**src/rtl/sram_access_pkg.sv**
```systemverilog
// Constants, timing and carrier types for the static RAM host controller.
// Assumes a 10 MHz core clock; all pin timing is derived from it.
package sram_access_pkg;

    localparam int ADDR_W = 17;
    localparam int DATA_W = 8;
    localparam int CLK_PERIOD_NS = 100;

    // Figures of the slowest grade, so any grade is served
    localparam int READ_CYCLE_NS  = 200;
    localparam int WRITE_CYCLE_NS = 200;
    localparam int WE_PULSE_NS    = 125;
    localparam int DATA_SETUP_NS  = 100;
    localparam int ACCESS_NS      = 200;
    localparam int BUS_FLOAT_NS   = 100;

    function automatic int ceil_cycles(input int ns);
        int c;
        c = (ns + CLK_PERIOD_NS - 1) / CLK_PERIOD_NS;
        return (c < 1) ? 1 : c;
    endfunction

    localparam int CNT_W = 4;
    localparam logic [CNT_W-1:0] READ_CYCLES =
        CNT_W'(ceil_cycles(ACCESS_NS > READ_CYCLE_NS ? ACCESS_NS : READ_CYCLE_NS));
    localparam logic [CNT_W-1:0] WE_CYCLES =
        CNT_W'(ceil_cycles(WE_PULSE_NS > DATA_SETUP_NS ? WE_PULSE_NS : DATA_SETUP_NS));
    localparam logic [CNT_W-1:0] WRITE_CYCLES = CNT_W'(ceil_cycles(WRITE_CYCLE_NS));
    localparam logic [CNT_W-1:0] FLOAT_CYCLES = CNT_W'(ceil_cycles(BUS_FLOAT_NS));
    localparam logic [CNT_W-1:0] CNT_ONE  = 4'h1;
    localparam logic [CNT_W-1:0] CNT_ZERO = 4'h0;

    typedef struct packed {
        logic              write;
        logic [ADDR_W-1:0] addr;
        logic [DATA_W-1:0] wdata;
    } request_type;

    typedef struct packed {
        logic              sel_n;
        logic              sel;
        logic              oe_n;
        logic              we_n;
        logic [ADDR_W-1:0] addr;
    } strobes_type;

    typedef enum logic [4:0] {
        ST_IDLE  = 5'h01,
        ST_READ  = 5'h02,
        ST_FLOAT = 5'h04,
        ST_WRITE = 5'h08,
        ST_REST  = 5'h10
    } state_type;

    localparam strobes_type STROBES_IDLE = '{sel_n: 1'b1, sel: 1'b0, oe_n: 1'b1,
                                             we_n: 1'b1, addr: '0};
endpackage

```
**src/rtl/sram_host.sv**
```systemverilog
// Host controller driving a 128K x 8 asynchronous static RAM by its pins.
// Assumes requests come from logic on core_clk and the data pins from outside.
//
// Summary of operation
// - Select and write strobe fall on the same edge; write strobe releases first.
// - Write data held stable from before strobe rise through it.
// - Output enable stays high in writes, so no turn-off is paid.
// - Address driven no later than select activation.
// - Host drives data only while RAM outputs are off.
// - Reads spaced at least one read cycle apart.
// - Writes spaced at least one write cycle apart.
// - Write enable held low for at least the pulse width.
`timescale 1ns/10ps
`default_nettype none

module sram_host (
    input  wire logic                                core_clk,
    input  wire logic                                rst,
    input  wire sram_access_pkg::request_type        req,
    input  wire logic                                req_valid,
    output logic                                     req_ready,
    output logic [sram_access_pkg::DATA_W-1:0]       rdata,
    output logic                                     rdata_valid,
    output sram_access_pkg::strobes_type             pins,
    input  wire logic [sram_access_pkg::DATA_W-1:0]  dq_in,
    output logic [sram_access_pkg::DATA_W-1:0]       dq_out,
    output logic                                     dq_oe
);

    // ---------------------------------------------------------------
    // Data pin synchroniser
    // ---------------------------------------------------------------
    logic [sram_access_pkg::DATA_W-1:0] dq_meta;
    logic [sram_access_pkg::DATA_W-1:0] dq_sync;

    always_ff @(posedge core_clk or posedge rst) begin
        if (rst) begin
            dq_meta <= '0;
            dq_sync <= '0;
        end else begin
            dq_meta <= dq_in;
            dq_sync <= dq_meta;
        end
    end

    // ---------------------------------------------------------------
    // Sequencer
    // ---------------------------------------------------------------
    sram_access_pkg::state_type         state;
    logic [sram_access_pkg::CNT_W-1:0]  count;

    // ---------------------------------------------------------------
    // Phase counter helpers
    // ---------------------------------------------------------------
    // True in the last cycle of a timed phase
    function automatic logic count_done(input logic [sram_access_pkg::CNT_W-1:0] c);
        return c == sram_access_pkg::CNT_ONE;
    endfunction

    // Counts a timed phase down by one cycle
    function automatic logic [sram_access_pkg::CNT_W-1:0] count_step(
        input logic [sram_access_pkg::CNT_W-1:0] c
    );
        return c - sram_access_pkg::CNT_ONE;
    endfunction

    // A request is taken when valid meets ready at an edge
    logic take;

    always_comb begin
        take = req_valid && req_ready;
    end

    // Access may end exactly on an edge, so the bus is sampled one edge later;
    // two sync stages then carry that sample to the read register, and the
    // select window is stretched to cover both
    localparam logic [sram_access_pkg::CNT_W-1:0] SYNC_SLACK = 4'h3;

    always_ff @(posedge core_clk or posedge rst) begin
        if (rst) begin
            state <= sram_access_pkg::ST_IDLE;
            count <= sram_access_pkg::CNT_ZERO;
        end else begin
            case (state)
                sram_access_pkg::ST_IDLE: begin
                    if (take) begin
                        if (req.write) begin
                            state <= sram_access_pkg::ST_WRITE;
                            count <= sram_access_pkg::WE_CYCLES;
                        end else begin
                            state <= sram_access_pkg::ST_READ;
                            count <= sram_access_pkg::READ_CYCLES + SYNC_SLACK;
                        end
                    end
                end
                sram_access_pkg::ST_READ: begin
                    if (count_done(count)) begin
                        state <= sram_access_pkg::ST_FLOAT;
                        count <= sram_access_pkg::FLOAT_CYCLES;
                    end else begin
                        count <= count_step(count);
                    end
                end
                sram_access_pkg::ST_FLOAT: begin
                    if (count_done(count)) begin
                        state <= sram_access_pkg::ST_IDLE;
                    end else begin
                        count <= count_step(count);
                    end
                end
                sram_access_pkg::ST_WRITE: begin
                    if (count_done(count)) begin
                        state <= sram_access_pkg::ST_REST;
                        count <= sram_access_pkg::WRITE_CYCLES;
                    end else begin
                        count <= count_step(count);
                    end
                end
                sram_access_pkg::ST_REST: begin
                    if (count_done(count)) begin
                        state <= sram_access_pkg::ST_IDLE;
                    end else begin
                        count <= count_step(count);
                    end
                end
                default: begin
                    state <= sram_access_pkg::ST_IDLE;
                    count <= sram_access_pkg::CNT_ZERO;
                end
            endcase
        end
    end

    // ---------------------------------------------------------------
    // Pin drive
    // ---------------------------------------------------------------
    always_ff @(posedge core_clk or posedge rst) begin
        if (rst) begin
            pins   <= sram_access_pkg::STROBES_IDLE;
            dq_out <= '0;
            dq_oe  <= 1'b0;
        end else begin
            case (state)
                sram_access_pkg::ST_IDLE: begin
                    if (take) begin
                        pins.addr  <= req.addr;
                        pins.sel_n <= 1'b0;
                        pins.sel   <= 1'b1;
                        pins.oe_n  <= req.write;
                        pins.we_n  <= !req.write;
                        dq_out     <= req.wdata;
                        dq_oe      <= req.write;
                    end
                end
                sram_access_pkg::ST_READ: begin
                    if (count_done(count)) begin
                        pins.oe_n  <= 1'b1;
                        pins.sel_n <= 1'b1;
                        pins.sel   <= 1'b0;
                    end
                end
                sram_access_pkg::ST_WRITE: begin
                    if (count_done(count)) begin
                        pins.we_n <= 1'b1;
                    end
                end
                sram_access_pkg::ST_REST: begin
                    pins.sel_n <= 1'b1;
                    pins.sel   <= 1'b0;
                    dq_oe      <= 1'b0;
                end
                default: begin
                    dq_oe <= 1'b0;
                end
            endcase
        end
    end

    // ---------------------------------------------------------------
    // Request handshake and read return
    // ---------------------------------------------------------------
    always_ff @(posedge core_clk or posedge rst) begin
        if (rst) begin
            req_ready <= 1'b0;
        end else begin
            req_ready <= (state == sram_access_pkg::ST_IDLE) && !take;
        end
    end

    always_ff @(posedge core_clk or posedge rst) begin
        if (rst) begin
            rdata       <= '0;
            rdata_valid <= 1'b0;
        end else begin
            rdata_valid <= 1'b0;
            // Taken at the select window's last edge, while the RAM still drives
            if (state == sram_access_pkg::ST_READ && count_done(count)) begin
                rdata       <= dq_sync;
                rdata_valid <= 1'b1;
            end
        end
    end

endmodule

`default_nettype wire

```
**config.mk**
```make
export PLATFORM = sky130hd
export DESIGN_NAME = sram_host
export DESIGN_NICKNAME = d
export VERILOG_FILES = /design/src/rtl/sram_access_pkg.sv /design/src/rtl/sram_host.sv
export SDC_FILE = /design/constraint.sdc
export NUM_CORES = 1
export LEC_CHECK = 0
export BUFFER_PORTS_ARGS = -buffer_cell sky130_fd_sc_hd__buf_2
export CORE_MARGIN = 10
export CORE_UTILIZATION = 29
export CTS_CLUSTER_DIAMETER = 120
export CTS_CLUSTER_SIZE = 16
export DETAILED_ROUTE_END_ITERATION = 7
export GPL_TIMING_DRIVEN = 0
export PLACE_DENSITY_LB_ADDON = 0.3
export SLEW_MARGIN = 20
export SYNTH_ARGS = -nofsm -noshare
export SYNTH_HDL_FRONTEND = slang
export SYNTH_SLANG_ARGS = --single-unit
export TNS_END_PERCENT = 50
```
**constraint.sdc**
```tcl
create_clock -name core_clk -period 3.95 [get_ports core_clk]
set_clock_uncertainty 0.15 [all_clocks]
set_input_delay 0.395 -clock core_clk [delete_from_list [all_inputs] [get_ports core_clk]]
set_output_delay 0.395 -clock core_clk [all_outputs]
set_load 0.05 [all_outputs]
```
==> results of run 1 <==
## cells in the final DEF, fill, tap and decap left out, types with 3 or more instances in the layout
master / netlist / layout
o21ai_0: 5 / 5
nor2_1: 5 / 5
mux2_1: 20 / 20
o21ai_1: 3 / 3
buf_2: 1 / 77
nor2_4: 3 / 3
mux2_2: 5 / 5
clkbuf_8: 0 / 9
buf_6: 3 / 3
xor2_1: 3 / 3
inv_1: 8 / 7
a31oi_1: 3 / 3
dfstp_2: 4 / 4
nand2_1: 35 / 35
and3_1: 3 / 3
inv_6: 0 / 3
dfrtp_1: 61 / 61
nand3_1: 3 / 3
a21oi_1: 6 / 6
dlygate4sd3_1: 0 / 9
## layer usage
layer	GRT usage, %	vias up	wire length [um]
li1	-	868	-
met1	9.78	859	2300
met2	15.5	49	2890
met3	4.09	11	486
met4	3.76	0	98
met5	0	-	0
## cells in the mapped netlist (all sizes together)
cell type | instances | area [um^2]
or3b | 1 | 8.76
o21ai | 8 | 40.0
nor3 | 1 | 5.00
a21oi | 7 | 38.8
nand3 | 4 | 32.5
mux2 | 25 | 282
xor2 | 3 | 26.3
a21bo | 1 | 10.0
nor4b | 1 | 15.0
o41ai | 1 | 8.76
nand3b | 1 | 11.3
dfrtp | 61 | 1530
and3 | 3 | 18.8
ha | 2 | 25.0
dfstp | 4 | 105
nor2 | 8 | 52.6
nand4 | 1 | 12.5
o21bai | 1 | 7.51
o2bb2ai | 2 | 17.5
a31oi | 3 | 18.8
o22ai | 3 | 38.8
inv | 9 | 33.8
a221oi | 1 | 8.76
buf | 7 | 68.8
o211a | 1 | 10.0
nand2 | 35 | 131
xnor2 | 1 | 8.76
nor3b | 1 | 7.51
a211oi | 1 | 12.5
## cells by family (layout without fill, tap and decap cells)
family	count (synthesis)	after routing	share of synthesized area [%]
DFF	65	65	63.2
and+or+nand+nor	56	56	11.4
muxes	25	25	10.9
adders and majority gates	2	2	0.969
buffers and inverters	16	118	3.97
xor gates and xnor gates	4	4	1.36
AOI/OAI and AO/OA	29	29	8.19
## through the flow
| stage | hold WS (ps) | cell area, um^2 | power [W] | setup slack, ps |
|---|---|---|---|---|
| after floorplan | 181 | 2580 | 0.00211 | 1790 |
| after detailed placement | 185 | 3130 | 0.00245 | 2100 |
| after global routing | 105 | 3430 | 0.00319 | 1990 |
| after CTS | 96.8 | 3430 | 0.00306 | 2080 |
| after global placement | 182 | 3100 | 0.00242 | 978 |
| final | 114 | 3430 | 0.00301 | 2090 |
## layout make-up
class / instances / area (um^2) / area share [%]
buffer: 7 / 68.8 / 2.01
tap: 108 / 135 / 3.94
clock inverter: 7 / 83.8 / 2.45
timing repair buffer: 86 / 498 / 14.5
multi-input combinational: 116 / 848 / 24.8
sequential: 65 / 1630 / 47.6
clock buffer: 9 / 124 / 3.62
inverter: 9 / 36.3 / 1.06
## worst register-to-register path, cell delays in order, from the launching register on
cell and delay (ps):
dfrtp_1 400, inv_1 80, ha_1 150, or3b_1 360, buf_6 150, nand4_2 110
a21oi_1 80, a211oi_2 160, o2bb2ai_1 100
## worst min-delay path by stage
| stage | from | to | slack (ps) | cells after the start |
|---|---|---|---|---|
| 5_1_grt | req[10] | pins[2] | 100 | 2 |
| 4_1_cts | req[3] | dq_out[3] | 100 | 2 |
| 2_1_floorplan | dq_meta[0] | dq_sync[0] | 180 | 0 |
| 3_5_place_dp | dq_meta[6] | dq_sync[6] | 180 | 0 |
| 6_report | req[3] | dq_out[3] | 110 | 2 |
| 3_3_place_gp | dq_meta[4] | dq_sync[4] | 180 | 0 |
## state kept, by name (all words and copies together) (netlist names), 4 cells and up
register	flops
pins	21
dq_meta	8
dq_out	8
dq_sync	8
rdata	8
state	5
count	4
## power by group through the flow
stage | clock [W] | combinational, W | sequential (W)
after global routing | 0.000641 | 0.00152 | 0.00103
after CTS | 0.000619 | 0.00144 | 0.00100
after floorplan | 0 | 0.000479 | 0.00163
after global placement | 0 | 0.00141 | 0.00100
final | 0.000595 | 0.00142 | 0.000998
after detailed placement | 0 | 0.00143 | 0.00101
==> summary.txt, run 1 <==
GRT
  – Total gr overflow: 0
  – Number of global-route vias before repair: between 1.5k and 2k
  – Largest net degree at the start of global routing: 46
  – First-pass GRT wire length: 9560 um
  – Global-route usage over all layers: between 9 and 10%
  – Initial antenna violation count: 0

Detailed routing
  – Routed WL per cell: roughly 14 um
  – DRT antenna net count: 0
  – Final wirelength: around 5800 um
  – DR pass1 iterations: 4
  – Avg Vias per Cell: roughly 4.4
  – Drt initial violations: 85
  – Drt drc: 0
  – Via count: 1787

Worst setup path
  – Critical-path top delay cell: dfrtp_1
  – Crit path max fanout: 9
  – Kind of critical path: reg2reg
  – Worst r2r src: count[1]
  – WP depth: 8
  – RR Endpoint: count[1]
  – Crit-path leading delay family: simple AND/OR/NAND/NOR gates
  – R2r setup slk: between 2000 and 2500 ps
  – CP max stage delay: about 400 ps
  – Arr. time, crit path: between 1500 and 2000 ps
  – Setup crit end kind: register
  – Req. time, crit path: between 4000 and 5000 ps
  – Crit path from: count[1]
  – Worst-case reg-to-reg path depth: 8
  – Worst path bufs/invs: 2
  – CP Launch Type: register
  – Crit-path cells: inv_1 -> ha_1 -> or3b_1 -> buf_6 -> nand4_2 -> a21oi_1 -> a211oi_2 -> o2bb2ai_1
  – Critical path endpoint: count[1]

Clocking
  – Clock buffer depth: 2
  – Clock root buffer: clkbuf_8
  – Postcts setup bufs: 0
  – Total CTS buffers: 9
  – Clk Latency, worst-skew pair: ~340 ps
  – Post-cts sizing count: 0
  – Cts hold-fix bufs: 9
  – Worst-path clk slew: approximately 80 ps
  – H-tree levels: 3
  – CTS tree: done
  – Clock sinks: 65

Final layout
  – Post-route insts no fill: a little over 400
  – Number of inserted diodes: 0
  – Layout Utilization: between 30% and 40%
  – Fillcell total: about 900
  – Share of cells above drive strength 1: 40.8%
  – Fin nets: approximately 330
  – Syn-to-layout area delta: 32.7%

Synthesis
  – Post-Synthesis Cells: just under 200
  – Register area share after synthesis: around 63%
  – Register bit total from synthesis: 65
  – Synth warn: 0
  – Average cell area after synthesis: approximately 13 um^2
  – Cell Area, Synth: ~2600 um^2
  – Library cells used by synthesis: 40
  – Syn_nets: between 200 and 250

STA
  – Period utilization: a little under half
  – Final min period: between 1500 and 2000 ps
  – F_max: 537 MHz
  – Measured slew at the worst slew-check pin: ~320 ps
  – Setup TNS: 0 ps
  – Final setup viols: 0
  – Slew HR: 78.4%
  – Pins Over Slew Limit: 0
  – Unrepaired setup endpoints after global routing: no
  – Hold Vio Cnt, Final: 0

Outcome
  – Status: finished clean

Placement
  – Number of placed instances, taps included: between 300 and 400
  – Buffers on Ports: 76
  – Final Wtd Congestion: about 0.77
  – Placed wire-length estimate: ~4300 um

Hold path
  – Worst Hold Class: in2reg

Power and ir drop
  – Power per Cell Area: between 800 and 900 nW/um^2
  – Sw Pwr: roughly 0.0014 W
  – Lkg Pwr: 1.69 nW
  – Clock share of power: ~20%
  – Max IR drop VDD: ~460 uV
  – Sw frac: a little under half
  – Gate power share: 47.1%
  – Internal power: roughly 0.0016 W
  – Reg power frac: approximately 33%

Floorplanning
  – Die H: 114 um
  – FP Rows: 34
  – IO Pins: between 70 and 80
  – Overall die width: 114 um
  – Core box area: approximately 8700 um^2
  – Die area: approximately 13000 um^2
  – Initial Util: between 20% and 30%

Flow run
  – Max Cap Viol: 0
No activity file was read; power rests on OpenSTA's default activity.
==> run 2: changes to the inputs <==
--- a/config.mk
+++ b/config.mk
@@ -5,6 +5,7 @@
 export SDC_FILE = /design/constraint.sdc
 export NUM_CORES = 1
 export LEC_CHECK = 0
+export ABC_AREA = 1
 export BUFFER_PORTS_ARGS = -buffer_cell sky130_fd_sc_hd__buf_2
 export CORE_MARGIN = 10
 export CORE_UTILIZATION = 29
==> constraint.sdc (replaced) <==
create_clock -name core_clk -period 1.8 [get_ports core_clk]
set_clock_uncertainty 0.15 [all_clocks]
set_input_delay 0.18 -clock core_clk [delete_from_list [all_inputs] [get_ports core_clk]]
set_output_delay 0.18 -clock core_clk [all_outputs]
set_load 0.05 [all_outputs]
==> run 2 against run 1 <==
Against the previous run:
- critical endpoint is now pins[0]
- count of clock-buffer cells in the layout is the same
- die area grew 2.2%
- highest routed layer unchanged
- first-iteration DRC count grew 22%
- design area grew 12%
- clock power grew 130%
- sequential power grew 120%
- fmax grew 9.1%
- worst setup slack lost 2000 ps
- hold slack lost 28 ps
- register-to-register slack lost 2000 ps
==> summary.txt, run 2 <==
Outcome
  – Status: finished clean (unchanged)

Power and ir drop
  – Max IR drop VDD: 943 uV (was 465 uV)
  – Lkg Pwr: 2.15 nW (was 1.69 nW)
  – Overall power: 0.00704 W (was 0.00301 W)
  – Power per Cell Area: 1830 nW/um^2 (was 879 nW/um^2)

Final layout
  – Number of inserted diodes: 0 (unchanged)
  – Layout Utilization: 43.6% (was 39.5%)
  – Post-route cell area: 3840 um^2 (was 3430 um^2)
  – Fin nets: 462 (was 333)
  – Share of cells above drive strength 1: 29.4% (was 40.8%)
  – Fillcell total: 853 (was 887)
  – Area of the multi-input gates: 912 um^2 (was 848 um^2)
  – Syn-to-layout area delta: 44.7% (was 32.7%)
  – Commonest non-fill, non-tap cell in the layout: nand2_1 (was buf_2)
  – Max reg flops: 21 (unchanged)
  – Most frequent cells in the layout: nand2_1 (150), buf_2 (76), dfrtp_1 (61) (was buf_2 (77), dfrtp_1 (61), nand2_1 (35))
  – Register area: 1630 um^2 (unchanged)
  – Largest Register: pins (unchanged)

Worst setup path
  – CP Launch Type: register (unchanged)
  – WP depth: 8 (unchanged)
  – Crit-path leading delay family: simple AND/OR/NAND/NOR gates (unchanged)
  – CP max stage delay: 560 ps (was 400 ps)
  – Critical Path Most Common Cell: nand2_1
  – Crit path from: state[0] (was count[1])
  – Worst-case reg-to-reg path depth: 8 (unchanged)
  – Worst path bufs/invs: 3 (was 2)
  – Critical-path top delay cell: dfstp_2 (was dfrtp_1)
  – Req. time, crit path: 1880 ps (was 4020 ps)
  – Setup crit end kind: register (unchanged)
  – Arr. time, crit path: 1790 ps (was 1940 ps)
  – Critical path endpoint: pins[0] (was count[1])
  – RR Endpoint: pins[0] (was count[1])
  – Kind of critical path: reg2reg (unchanged)
  – Crit path max fanout: 10 (was 9)
  – R2r setup slk: 90 ps (was 2090 ps)
  – Crit-path cells: inv_2 -> nor3_4 -> nand2_4 -> nor2_8 -> inv_6 -> buf_6 -> nand2_1 -> nand2_1 (was inv_1 -> ha_1 -> or3b_1 -> buf_6 -> nand4_2 -> a21oi_1 -> a211oi_2 -> o2bb2ai_1)
  – Worst r2r src: state[0] (was count[1])

Floorplanning
  – FP Rows: 34 (unchanged)
  – Core box area: 8810 um^2 (was 8680 um^2)
  – Die area: 13400 um^2 (was 13100 um^2)
  – Initial Util: 30.1% (was 29.8%)
  – Overall die width: 116 um (was 114 um)
  – Die H: 116 um (was 114 um)
  – IO Pins: 77 (unchanged)

STA
  – Final worst setup slack: 92.9 ps (was 2090 ps)
  – Pins Over Slew Limit: 0 (unchanged)
  – Hold slack: 85.6 ps (was 114 ps)
  – Measured slew at the worst slew-check pin: 563 ps (was 320 ps)
  – Period utilization: 94.8% (was 47.2%)
  – Final setup viols: 0 (unchanged)
  – Slew HR: 62.4% (was 78.4%)
  – Unrepaired setup endpoints after global routing: yes (was no)
  – Final min period: 1710 ps (was 1860 ps)
  – Hold Vio Cnt, Final: 0 (unchanged)
  – F_max: 586 MHz (was 537 MHz)

Detailed routing
  – Via count: 2307 (was 1787)
  – DRT antenna net count: 0 (unchanged)
  – Final wirelength: 6700 um (was 5770 um)
  – Drt drc: 0 (unchanged)
  – Avg Vias per Cell: 4.30 (was 4.39)
  – Drt initial violations: 104 (was 85)
  – Routed WL per cell: 12.5 um (was 14.2 um)
  – DR pass1 iterations: 5 (was 4)

Synthesis
  – Average cell area after synthesis: 8.96 um^2 (was 13.1 um^2)
  – Main synth FF type: dfrtp_1 (unchanged)
  – Register bit total from synthesis: 65 (unchanged)
  – Top cell type's share of synthesized area: 57.5% (was 59.1%)
  – EDFF count, synth: 0 (unchanged)
  – Count leader, synth: nand2_1 (was dfrtp_1)
  – Register area share after synthesis: 61.5% (was 63.2%)
  – Synth warn: 0 (unchanged)
  – Cell accounting for the most synthesized area: dfrtp_1 (unchanged)
  – Post-synth ARST share: 100% (unchanged)
  – Top cells by area, synth: dfrtp_1 (58%), nand2_1 (21%), dfstp_2 (4.0%) (was dfrtp_1 (59%), mux2_1 (8.7%), nand2_1 (5.1%))
  – Post-Synthesis Cells: 296 (was 197)
  – Post-synth top cells: nand2_1 (150), dfrtp_1 (61), inv_1 (19), nand3_1 (17), nor2_1 (11) (was dfrtp_1 (61), nand2_1 (35), mux2_1 (20), inv_1 (8), a21oi_1 (6))
  – Library cells used by synthesis: 26 (was 40)
  – Syn_nets: 335 (was 236)
  – Cell Area, Synth: 2650 um^2 (was 2580 um^2)

GRT
  – First-pass GRT wire length: 11400 um (was 9560 um)
  – Total gr overflow: 0 (unchanged)
  – Initial antenna violation count: 0 (unchanged)
  – Global-route usage over all layers: 10.7% (was 9.16%)
  – Number of global-route vias before repair: 2410 (was 1978)
  – Largest net degree at the start of global routing: 26 (was 46)

Placement
  – Pre-CTS WS: 29.2 ps (was 2100 ps)
  – Final Wtd Congestion: 0.793 (was 0.772)
  – Instance area at placement: 3220 um^2 (was 3130 um^2)
  – Buffers on Ports: 76 (unchanged)
  – Placed wire-length estimate: 4850 um (was 4270 um)

Flow run
  – Max Cap Viol: 0 (unchanged)

Clocking
  – Clock sinks: 65 (unchanged)
  – Total CTS buffers: 9 (unchanged)
  – CTS tree: done (unchanged)
  – Clk Latency, worst-skew pair: 340 ps (about the same)
  – H-tree levels: 3 (unchanged)
  – Worst-path clk slew: 80 ps (about the same)
  – Clock root buffer: clkbuf_8 (unchanged)
  – Clock buffer depth: 2 (unchanged)

Hold path
  – Worst Hold Class: in2reg (unchanged)
[run 2: tightest hold or removal path: stages]
cell	delay [ps]
buf_2	90
nand3_1	80
nand4_1	100
nand2_1	50
nand2_1	50
[run 2: layout make-up]
class                           count  area share, %
Buffer                              5           1.17
Clock buffer                        9           3.23
Clock inverter                      7           2.48
Inverter                           23           2.51
Multi-Input combinational cell    203           23.8
Sequential cell                    65           42.5
Tap cell                          108           3.52
Timing Repair Buffer              116           20.8
[run 2: worst min path at each step]
stage,from,end,slack (ps),cells past startpoint
after global placement,dq_in[2],dq_meta[2],140,1
after detailed placement,rst,pins[2],120,2
final,req[25],count[1],90,5
after CTS,req[25],count[1],70,5
after floorplan,dq_in[0],dq_meta[0],60,0
after global routing,req[25],count[1],120,5
[run 2: where the power goes]
group | switching (W) | leakage [nW] | internal [W]
sequential | 0.000261 | 0.809 | 0.00192
clock | 0.000594 | 0.109 | 0.000779
combinational | 0.00254 | 1.23 | 0.000940
[run 2: metrics by stage]
step                instances  setup TNS, ps
finish                    536              0
global route              536          -47.2
CTS                       532              0
detailed placement        482              0
global placement          480              0
floorplan                 296              0
[run 2: logic make-up (layout without fill, tap and decap cells)]
kind of cell,count (synthesis),in the layout,synth area share [%]
simple gates,191,191,30.5
flops,65,65,61.5
buf+inv,28,160,4.95
compound gates,10,10,2.12
fa+ha+maj,2,2,0.943
[run 2: routing by layer]
| metal | up-vias | GRT usage, % | routed length [um] |
|---|---|---|---|
| li1 | 1168 | - | - |
| met1 | 1072 | 11.6 | 2770 |
| met2 | 59 | 18.0 | 3300 |
| met3 | 8 | 4.86 | 538 |
| met4 | 0 | 4.00 | 88 |
| met5 | - | 0 | 0 |
[run 2: what timing repair did]
| item | 4_1_cts | 5_1_grt |
|---|---|---|
| endpoints found under the hold margin | 56 | 0 |
| pin swaps | 0 | 0 |
| buffers inserted | 0 | 4 |
| setup endpoints to repair | 6 | 36 |
| gates resized for setup | 1 | 11 |
| hold buffers | 34 | 0 |
